<file path="src/cpu_regs_defines.vh">
`ifndef CPU_REGS_DEFINES_VH
`define CPU_REGS_DEFINES_VH
// flag register bit positions
`define FLAG_IMASK      7
`define FLAG_USER1      6
`define FLAG_HALF       5
`define FLAG_USER0      4
`define FLAG_NEG        3
`define FLAG_ZERO       2
`define FLAG_OVF        1
`define FLAG_CARRY      0
// reset vector address and stack pointer index
`define RESET_VEC_ADDR  16'h0000
`define SP_INDEX        3'h7
// flag update source select
`define FSRC_HOLD       3'h0
`define FSRC_ALU_BYTE   3'h1
`define FSRC_ALU_WORD   3'h2
`define FSRC_LOAD       3'h3
`define FSRC_AND        3'h4
`define FSRC_OR         3'h5
`define FSRC_XOR        3'h6
`define FSRC_POP        3'h7
// branch conditions
`define CC_ALWAYS       4'h0
`define CC_NEVER        4'h1
`define CC_HI           4'h2
`define CC_LS           4'h3
`define CC_CC           4'h4
`define CC_CS           4'h5
`define CC_NE           4'h6
`define CC_EQ           4'h7
`define CC_VC           4'h8
`define CC_VS           4'h9
`define CC_PL           4'hA
`define CC_MI           4'hB
`define CC_GE           4'hC
`define CC_LT           4'hD
`define CC_GT           4'hE
`define CC_LE           4'hF
`endif

</file>
<file path="src/flag_eval.v">
`timescale 1ns/100ps
`include "cpu_regs_defines.vh"
// derives result flags and branch decision from flag values
module flag_eval (
  // result of byte or word operation
  input  wire [15:0] result,
  input  wire        word_op,
  input  wire        half_carry,
  input  wire        carry,
  input  wire        overflow,
  input  wire        half_en,
  // current flags and branch condition
  input  wire [7:0]  flags,
  input  wire [3:0]  cond,
  // outputs
  output wire [7:0]  alu_flags,
  output reg         take_branch
);
  wire n;
  wire z;
  wire c;
  wire v;

  // sign and zero taken from the active width
  assign n = word_op ? result[15] : result[7];
  assign z = word_op ? (result == 16'h0000) : (result[7:0] == 8'h00);
  assign alu_flags = {flags[`FLAG_IMASK], flags[`FLAG_USER1],
                      half_en ? half_carry : flags[`FLAG_HALF],
                      flags[`FLAG_USER0], n, z, overflow, carry};

  // branch test uses only negative, zero, overflow and carry
  assign c = flags[`FLAG_CARRY];
  assign v = flags[`FLAG_OVF];
  always @* begin
    case (cond)
      `CC_ALWAYS: take_branch = 1'b1;
      `CC_NEVER:  take_branch = 1'b0;
      `CC_HI:     take_branch = ~(c | flags[`FLAG_ZERO]);
      `CC_LS:     take_branch = c | flags[`FLAG_ZERO];
      `CC_CC:     take_branch = ~c;
      `CC_CS:     take_branch = c;
      `CC_NE:     take_branch = ~flags[`FLAG_ZERO];
      `CC_EQ:     take_branch = flags[`FLAG_ZERO];
      `CC_VC:     take_branch = ~v;
      `CC_VS:     take_branch = v;
      `CC_PL:     take_branch = ~flags[`FLAG_NEG];
      `CC_MI:     take_branch = flags[`FLAG_NEG];
      `CC_GE:     take_branch = ~(flags[`FLAG_NEG] ^ v);
      `CC_LT:     take_branch = flags[`FLAG_NEG] ^ v;
      `CC_GT:     take_branch = ~(flags[`FLAG_ZERO] | (flags[`FLAG_NEG] ^ v));
      `CC_LE:     take_branch = flags[`FLAG_ZERO] | (flags[`FLAG_NEG] ^ v);
      default:    take_branch = 1'b0;
    endcase
  end
endmodule

</file>
<file path="src/cpu_register_file.v">
`timescale 1ns/100ps
`include "cpu_regs_defines.vh"
module cpu_register_file (
  // clock, reset, enable
  input  wire        MCLK,
  input  wire        RST_B,
  input  wire        CLK_EN,
  // reset vector fetch
  output wire [15:0] VEC_ADDR,
  input  wire        VEC_VALID,
  input  wire [15:0] VEC_DATA,
  output wire        RESET_BUSY,
  // register read ports
  input  wire [2:0]  RD_A_SEL,
  input  wire [2:0]  RD_B_SEL,
  output wire [15:0] RD_A_WORD,
  output wire [15:0] RD_B_WORD,
  output wire [7:0]  RD_A_UPPER,
  output wire [7:0]  RD_A_LOWER,
  // register write port
  input  wire [2:0]  WR_SEL,
  input  wire        WR_UPPER_EN,
  input  wire        WR_LOWER_EN,
  input  wire [15:0] WR_DATA,
  // stack pointer adjust
  input  wire        SP_DEC,
  input  wire        SP_INC,
  output wire [15:0] STACK_POINTER,
  // address from register plus offset
  input  wire [2:0]  ADDR_SEL,
  input  wire [15:0] ADDR_DISP,
  input  wire        ADDR_WORD,
  output reg  [15:0] MEM_ADDR,
  // instruction address control
  input  wire        IA_LOAD,
  input  wire [15:0] IA_DATA,
  input  wire        IA_ADVANCE,
  output wire [15:0] INSTRUCTION_ADDR,
  // flag register update
  input  wire [2:0]  FLAG_SRC,
  input  wire [7:0]  FLAG_DATA,
  input  wire [15:0] ALU_RESULT,
  input  wire        ALU_HALF,
  input  wire        ALU_HALF_EN,
  input  wire        ALU_CARRY,
  input  wire        ALU_OVF,
  input  wire        EXC_START,
  output wire [7:0]  FLAG_REGISTER,
  output wire [15:0] FLAG_PUSH_WORD,
  output wire        IRQ_MASKED,
  // branch and bit helpers
  input  wire [3:0]  BRANCH_COND,
  output wire        BRANCH_TAKE,
  input  wire [7:0]  BIT_OPERAND,
  input  wire [2:0]  BIT_SEL,
  output wire        BIT_VALUE,
  output wire [7:0]  DAA_ADJUST,
  output wire [7:0]  DAS_ADJUST
);

  ////////////////////////////////////////////////////////////////////////////
  // reset sequencing states
  localparam [2:0] ST_VEC  = 3'b001;
  localparam [2:0] ST_RUN  = 3'b010;
  localparam [2:0] ST_IDLE = 3'b100;

  reg  [2:0]  state_reg;
  reg  [2:0]  state_next;
  reg  [15:0] ia_reg;
  reg  [15:0] ia_next;
  reg  [7:0]  flags_reg;
  reg  [7:0]  flags_next;
  reg  [7:0]  upper_mem [0:7];
  reg  [7:0]  lower_mem [0:7];
  wire [7:0]  alu_flags;
  wire [15:0] sp_word;
  reg  [15:0] raw_addr;

  ////////////////////////////////////////////////////////////////////////////
  // general registers, no reset value
  genvar g;
  generate
    for (g = 0; g < 8; g = g + 1) begin : gp_word_regs
      always @(posedge MCLK) begin
        if (CLK_EN) begin
          if (WR_SEL == g && WR_UPPER_EN)
            upper_mem[g] <= WR_DATA[15:8];
          else if (g == 7 && (SP_DEC || SP_INC))
            upper_mem[g] <= SP_DEC ? sp_word[15:8] - ((sp_word[7:0] < 8'h02) ? 8'h01 : 8'h00)
                                   : sp_word[15:8] + ((sp_word[7:0] > 8'hFD) ? 8'h01 : 8'h00);
          if (WR_SEL == g && WR_LOWER_EN)
            lower_mem[g] <= WR_DATA[7:0];
          else if (g == 7 && (SP_DEC || SP_INC))
            lower_mem[g] <= SP_DEC ? sp_word[7:0] - 8'h02 : sp_word[7:0] + 8'h02;
        end
      end
    end
  endgenerate

  // read ports
  assign RD_A_WORD     = {upper_mem[RD_A_SEL], lower_mem[RD_A_SEL]};
  assign RD_B_WORD     = {upper_mem[RD_B_SEL], lower_mem[RD_B_SEL]};
  assign RD_A_UPPER    = upper_mem[RD_A_SEL];
  assign RD_A_LOWER    = lower_mem[RD_A_SEL];
  assign sp_word       = {upper_mem[`SP_INDEX], lower_mem[`SP_INDEX]};
  assign STACK_POINTER = sp_word;

  ////////////////////////////////////////////////////////////////////////////
  // memory address from full word register, 16-bit space
  always @* begin
    raw_addr = {upper_mem[ADDR_SEL], lower_mem[ADDR_SEL]} + ADDR_DISP;
    MEM_ADDR = ADDR_WORD ? {raw_addr[15:1], 1'b0} : raw_addr;
  end

  ////////////////////////////////////////////////////////////////////////////
  // reset sequencing and instruction address
  assign VEC_ADDR         = `RESET_VEC_ADDR;
  assign RESET_BUSY       = state_reg != ST_RUN;
  assign INSTRUCTION_ADDR = {ia_reg[15:1], 1'b0};

  always @* begin
    state_next = state_reg;
    ia_next    = ia_reg;
    case (state_reg)
      ST_VEC: begin
        if (VEC_VALID) begin
          ia_next    = {VEC_DATA[15:1], 1'b0};
          state_next = ST_RUN;
        end
      end
      ST_RUN: begin
        if (IA_LOAD)
          ia_next = {IA_DATA[15:1], 1'b0};
        else if (IA_ADVANCE)
          ia_next = {ia_reg[15:1], 1'b0} + 16'h0002;
      end
      ST_IDLE: state_next = ST_VEC;
      default: state_next = ST_VEC;
    endcase
  end

  ////////////////////////////////////////////////////////////////////////////
  // flag register next value
  always @* begin
    case (FLAG_SRC)
      `FSRC_ALU_BYTE: flags_next = alu_flags;
      `FSRC_ALU_WORD: flags_next = alu_flags;
      `FSRC_LOAD:     flags_next = FLAG_DATA;
      `FSRC_AND:      flags_next = flags_reg & FLAG_DATA;
      `FSRC_OR:       flags_next = flags_reg | FLAG_DATA;
      `FSRC_XOR:      flags_next = flags_reg ^ FLAG_DATA;
      `FSRC_POP:      flags_next = ALU_RESULT[15:8];
      default:        flags_next = flags_reg;
    endcase
    if (EXC_START)
      flags_next[`FLAG_IMASK] = 1'b1;
  end

  // state registers; state, mask bit and instruction address reset, other flags hold
  always @(posedge MCLK) begin
    if (!RST_B) begin
      state_reg              <= ST_IDLE;
      ia_reg                 <= 16'h0000;
      flags_reg[`FLAG_IMASK] <= 1'b1;
    end else if (CLK_EN) begin
      state_reg <= state_next;
      ia_reg    <= ia_next;
      flags_reg <= flags_next;
    end
  end

  assign FLAG_REGISTER  = flags_reg;
  assign FLAG_PUSH_WORD = {flags_reg, flags_reg};
  assign IRQ_MASKED     = flags_reg[`FLAG_IMASK];

  ////////////////////////////////////////////////////////////////////////////
  // flag evaluation and branch decision
  flag_eval u_flag_eval (
    .result      (ALU_RESULT),
    .word_op     (FLAG_SRC == `FSRC_ALU_WORD),
    .half_carry  (ALU_HALF),
    .carry       (ALU_CARRY),
    .overflow    (ALU_OVF),
    .half_en     (ALU_HALF_EN),
    .flags       (flags_reg),
    .cond        (BRANCH_COND),
    .alu_flags   (alu_flags),
    .take_branch (BRANCH_TAKE)
  );

  ////////////////////////////////////////////////////////////////////////////
  // bit select and decimal adjust helpers
  assign BIT_VALUE  = BIT_OPERAND[BIT_SEL];
  assign DAA_ADJUST = {((flags_reg[`FLAG_CARRY] || (BIT_OPERAND[7:4] > 4'h9) ||
                        ((BIT_OPERAND[7:4] == 4'h9) && (BIT_OPERAND[3:0] > 4'h9)))
                        ? 4'h6 : 4'h0),
                       ((flags_reg[`FLAG_HALF] || (BIT_OPERAND[3:0] > 4'h9))
                        ? 4'h6 : 4'h0)};
  assign DAS_ADJUST = {(flags_reg[`FLAG_CARRY] ? 4'hA : 4'h0),
                       (flags_reg[`FLAG_HALF] ? 4'hA : 4'h0)};

endmodule

</file>
<file path="config.mk">
export PLATFORM = sky130hd
export DESIGN_NAME = cpu_register_file
export DESIGN_NICKNAME = d
export VERILOG_FILES = /design/src/flag_eval.v /design/src/cpu_register_file.v
export VERILOG_INCLUDE_DIRS = /design/src /design/src/src
export SDC_FILE = /design/constraint.sdc
export NUM_CORES = 1
export LEC_CHECK = 0
export ABC_AREA = 1
export BUFFER_PORTS_ARGS = -buffer_cell sky130_fd_sc_hd__buf_2
export CAP_MARGIN = 25
export CORE_AREA = 10 10 177 179
export DETAILED_ROUTE_END_ITERATION = 6
export DIE_AREA = 0 0 187 189
export GPL_ROUTABILITY_DRIVEN = 0
export PLACE_DENSITY_LB_ADDON = 0.2
export SLEW_MARGIN = 25
export SYNTH_ARGS = -nofsm -noshare
export SYNTH_HDL_FRONTEND = slang
export SYNTH_SLANG_ARGS = --single-unit
</file>
<file path="constraint.sdc">
create_clock -name MCLK -period 4.9 [get_ports MCLK]
set_input_delay 0.735 -clock MCLK [delete_from_list [all_inputs] [get_ports MCLK]]
set_output_delay 0.735 -clock MCLK [all_outputs]
set_load 0.02 [all_outputs]
</file>
==> run summary <==
Number of antenna violations at the first check in global routing: 6
DR vias: 11.9k
Post-synthesis register bit count: 154
Leak Pwr: 0.00606 uW
# IOs: 290
Placeable Area: 27600 sq um
Number of global-route vias before repair: 11.6k
Grt total ovfl: 0
Standard-cell row count: 61
Worst-case register-to-register setup slack: 1.95 ns
Number of max-slew violations in the final report: 0
Critical path origin: ADDR_SEL[0]
Area overhead of the layout relative to synthesis: 16.0%
Power consumption: 3910 uW
Pin count of the biggest net entering global routing: 58
FF+latch area: 4430 sq um
Number of design rule violations left after detail routing: 0
Sink Count: 154
Highest clock frequency the design can meet: 237 MHz
Crit-path max FO: 25
Capture point of the critical path: MEM_ADDR[8]
Cell Chain, Critical Path: buf_2 > buf_4 > o21ai_0 > o21ai_0 > inv_1 > o21ai_1 > inv_1 > fa_1 > inv_1 > nand3_1 > nand2_1 > nand2_1 > nand2_1 > nand2_1 > nand2_1 > xor2_1 > buf_2
Max_cap viols: 0
Later-pin clock latency in the skew report: 0.42 ns
DR pass1 iterations: 7
TritonCTS clock tree: done
Slew of the pin with the lowest slew margin: 1.05 ns
Final layout net count: 1966
DR WL/cell: 18.4 um
Count of mapped cells out of synthesis: 1602
Initial cell density of the core: 0.426
Total buffers and inverters traversed by the critical path: 6
Antenna violation net count after detailed routing: 0
Final clock skew: 0.0108 ns
Depth of the worst register-to-register path: 12
Synth warn: 0
Share of layout cells above drive strength 1: 0.193
Die extent in x: 187 um
Grt met2 use: 0.366
Setup repair after global routing missed its margin: false
Sw Pwr: 1300 uW
Maximum buffer depth of the clock tree: 2
Largest stage delay on the critical path: 0.45 ns
Total cell area at the placement stage: 13000 sq um
Synth Cell Area: 11800 sq um
Most used routing layer in global routing: met2
Number of flops mapped to enable cells by yosys: 135
Met1 track demand over resource in global routing: 0.266
Layout Cell Area excl Fill: 13700 sq um
Cell count along the critical path: 17
Setup CP Type: input pin to primary output
Grt met3 use: 0.0621
Number of post-CTS setup repair buffers: 0
Number of library cell types mapped by synthesis: 50
Fin crit period: 4.23 ns
Critical path endpoint category: primary output
Chip Height: 189 um
Cell seen most often among critical-path stages: sky130_fd_sc_hd__nand2_1
Post-route clock period utilization: 0.862
Switching part of the total: 0.332
Post-synthesis sequential area ratio: 0.377
Number of resized instances in the post-cts repair step: 0
Number of buffers inserted during clock tree synthesis: 17
Number of vias per cell after detailed routing: 5.43
Worst min-delay path category: register to register
Root Buffer Master: sky130_fd_sc_hd__clkbuf_16
Ys flop type: sky130_fd_sc_hd__edfxtp_1
Number of DRC markers after the initial detailed-route iteration: 917
Overall routed net length: 40300 um
FILL cells: 2751
Proportion of power drawn by the clock network: 0.362
Post-Layout Cell Count: 2185
Sequential group share of total power: 0.389
Post-detailed-placement half-perimeter wirelength: 30000 um
Power per unit of standard cell area: 286 nW/um^2
Portion of total power attributed to combinational logic: 0.249
Area of the die: 35300 sq um
Clock-pin slew on the worst setup and hold paths: 0.06 ns
Setup TNS: 0 ns
Deepest level of the CTS H-tree: 4
Critical path startpoint category: input pin
Number of hold violations in the final report: 0
Port Buf Inserts: 262
Final-report setup violation count: 0
CP top delay family: buffers and inverters
Worst ir drop on vdd: 241 uV
Result of the run: complete, no violations
Worst EP required: 4.16 ns
Aggregate global-route resource usage: 0.219
Data arrival time of the critical path: 3.49 ns
First-pass GRT wire length: 62200 um
Finished Core Util: 0.495
Internal power: 2610 uW
Proportion of synthesized flip-flops having asynchronous set or reset: 0
Footprint of the multi-input gates: 5970 sq um
Hold buffer count at cts: 0
Startpoint of the lowest-slack register-to-register path: lower_mem[7][2]
Synthesized area divided by synthesized cell count: 7.35 sq um
Relative slew slack: 0.294
Highest-delay cell along the critical path: sky130_fd_sc_hd__fa_1
Placed cell count: 2146
Critical R2R Capture: upper_mem[7][4]
==> placed cells by master (no fill, tap or decap), types with 3 or more instances in the layout <==
master                        n
sky130_fd_sc_hd__nand2_1    332
sky130_fd_sc_hd__buf_2      262
sky130_fd_sc_hd__o21ai_0    221
sky130_fd_sc_hd__inv_1      155
sky130_fd_sc_hd__nor2_1     141
sky130_fd_sc_hd__edfxtp_1   135
sky130_fd_sc_hd__a21oi_1    133
sky130_fd_sc_hd__nand3_1     73
sky130_fd_sc_hd__a31oi_1     48
sky130_fd_sc_hd__o211ai_1    46
sky130_fd_sc_hd__ha_1        42
sky130_fd_sc_hd__conb_1      25
sky130_fd_sc_hd__buf_4       22
sky130_fd_sc_hd__dfxtp_1     19
sky130_fd_sc_hd__clkbuf_16   17
sky130_fd_sc_hd__nand4_1     15
sky130_fd_sc_hd__xor2_1      11
sky130_fd_sc_hd__diode_2      6
sky130_fd_sc_hd__clkinv_1     6
sky130_fd_sc_hd__inv_2        6
sky130_fd_sc_hd__o21ai_1      6
sky130_fd_sc_hd__a21oi_2      6
sky130_fd_sc_hd__xnor2_1      5
sky130_fd_sc_hd__or2_2        5
sky130_fd_sc_hd__nor2_2       5
sky130_fd_sc_hd__inv_6        5
sky130_fd_sc_hd__o31ai_1      4
sky130_fd_sc_hd__nor3_1       4
sky130_fd_sc_hd__nand3b_1     4
sky130_fd_sc_hd__o21bai_1     4
sky130_fd_sc_hd__o2111a_1     4
sky130_fd_sc_hd__inv_8        4
sky130_fd_sc_hd__bufinv_16    3
==> worst min-delay path: stages (launching register included) <==
cell                      delay, ns
sky130_fd_sc_hd__dfxtp_1       0.33
sky130_fd_sc_hd__inv_2         0.08
sky130_fd_sc_hd__a21oi_1       0.06
==> Yosys cell counts, types with 5 or more instances <==
| library cell | number | area [sq um] |
|---|---|---|
| sky130_fd_sc_hd__a21oi_1 | 133 | 666 |
| sky130_fd_sc_hd__a21oi_2 | 6 | 52.6 |
| sky130_fd_sc_hd__a31oi_1 | 48 | 300 |
| sky130_fd_sc_hd__buf_1 | 5 | 18.8 |
| sky130_fd_sc_hd__buf_2 | 22 | 110 |
| sky130_fd_sc_hd__buf_4 | 70 | 526 |
| sky130_fd_sc_hd__clkbuf_1 | 43 | 161 |
| sky130_fd_sc_hd__clkinv_1 | 5 | 18.8 |
| sky130_fd_sc_hd__dfxtp_1 | 19 | 380 |
| sky130_fd_sc_hd__edfxtp_1 | 135 | 4050 |
| sky130_fd_sc_hd__ha_1 | 42 | 526 |
| sky130_fd_sc_hd__inv_1 | 155 | 582 |
| sky130_fd_sc_hd__inv_2 | 6 | 22.5 |
| sky130_fd_sc_hd__nand2_1 | 332 | 1250 |
| sky130_fd_sc_hd__nand3_1 | 73 | 365 |
| sky130_fd_sc_hd__nand4_1 | 15 | 93.8 |
| sky130_fd_sc_hd__nor2_1 | 146 | 548 |
| sky130_fd_sc_hd__o211ai_1 | 46 | 345 |
| sky130_fd_sc_hd__o21ai_0 | 222 | 1110 |
| sky130_fd_sc_hd__o21ai_1 | 5 | 25.0 |
| sky130_fd_sc_hd__or2_2 | 5 | 31.3 |
| sky130_fd_sc_hd__xnor2_1 | 5 | 43.8 |
| sky130_fd_sc_hd__xor2_1 | 11 | 96.3 |
==> layout make-up <==
class	count	area share
inverter	167	0.0461
antenna	6	0.00110
tap	378	0.0346
clock inverter	15	0.0146
sequential	154	0.325
timing repair buffer	286	0.111
clock buffer	17	0.0311
multi-input combinational	1162	0.437
==> per-stage QoR <==
step	setup WS [ns]	hold slack, ns
after floorplan	1.19	0.475
after global placement	0.780	0.487
after detailed placement	0.734	0.492
after CTS	0.734	0.501
after global routing	0.369	0.515
final	0.675	0.500
==> routing by layer <==
metal,up-vias,part of all wire
met5,-,0
met4,0,0.021
met3,64,0.10
met2,600,0.46
met1,5397,0.41
li1,5795,-
==> logic make-up (layout without fill, tap and decap cells) <==
family,after synthesis,in the layout,synth area share
xor gates and xnor gates,16,16,0.0119
DFF,154,154,0.377
muxes,2,2,0.00170
buffers and inverters,310,485,0.125
AOI/OAI and AO/OA,485,485,0.230
and+or+nand+nor,590,590,0.206
adders and majority gates,44,44,0.0480
other,1,31,0.000318
==> how the worst min path moves through the flow <==
stage | from | depth (start not counted) | slack (ns) | to
floorplan | state_reg[0] | 2 | 0.47 | state_reg[0]
global placement | state_reg[0] | 2 | 0.49 | state_reg[0]
detailed placement | state_reg[0] | 2 | 0.49 | state_reg[0]
CTS | state_reg[0] | 2 | 0.50 | state_reg[0]
global route | state_reg[0] | 2 | 0.51 | state_reg[0]
finish | state_reg[0] | 2 | 0.50 | state_reg[0]
==> power by group through the flow <==
stage                     Combinational, uW  Sequential (uW)  Clock (uW)
after floorplan                         655             1550           0
after global placement                  955             1550           0
after detailed placement                968             1550           0
after CTS                               971             1520        1440
after global routing                   1080             1530        1490
final                                   972             1520        1410
No activity file was read; power rests on OpenSTA's default activity.
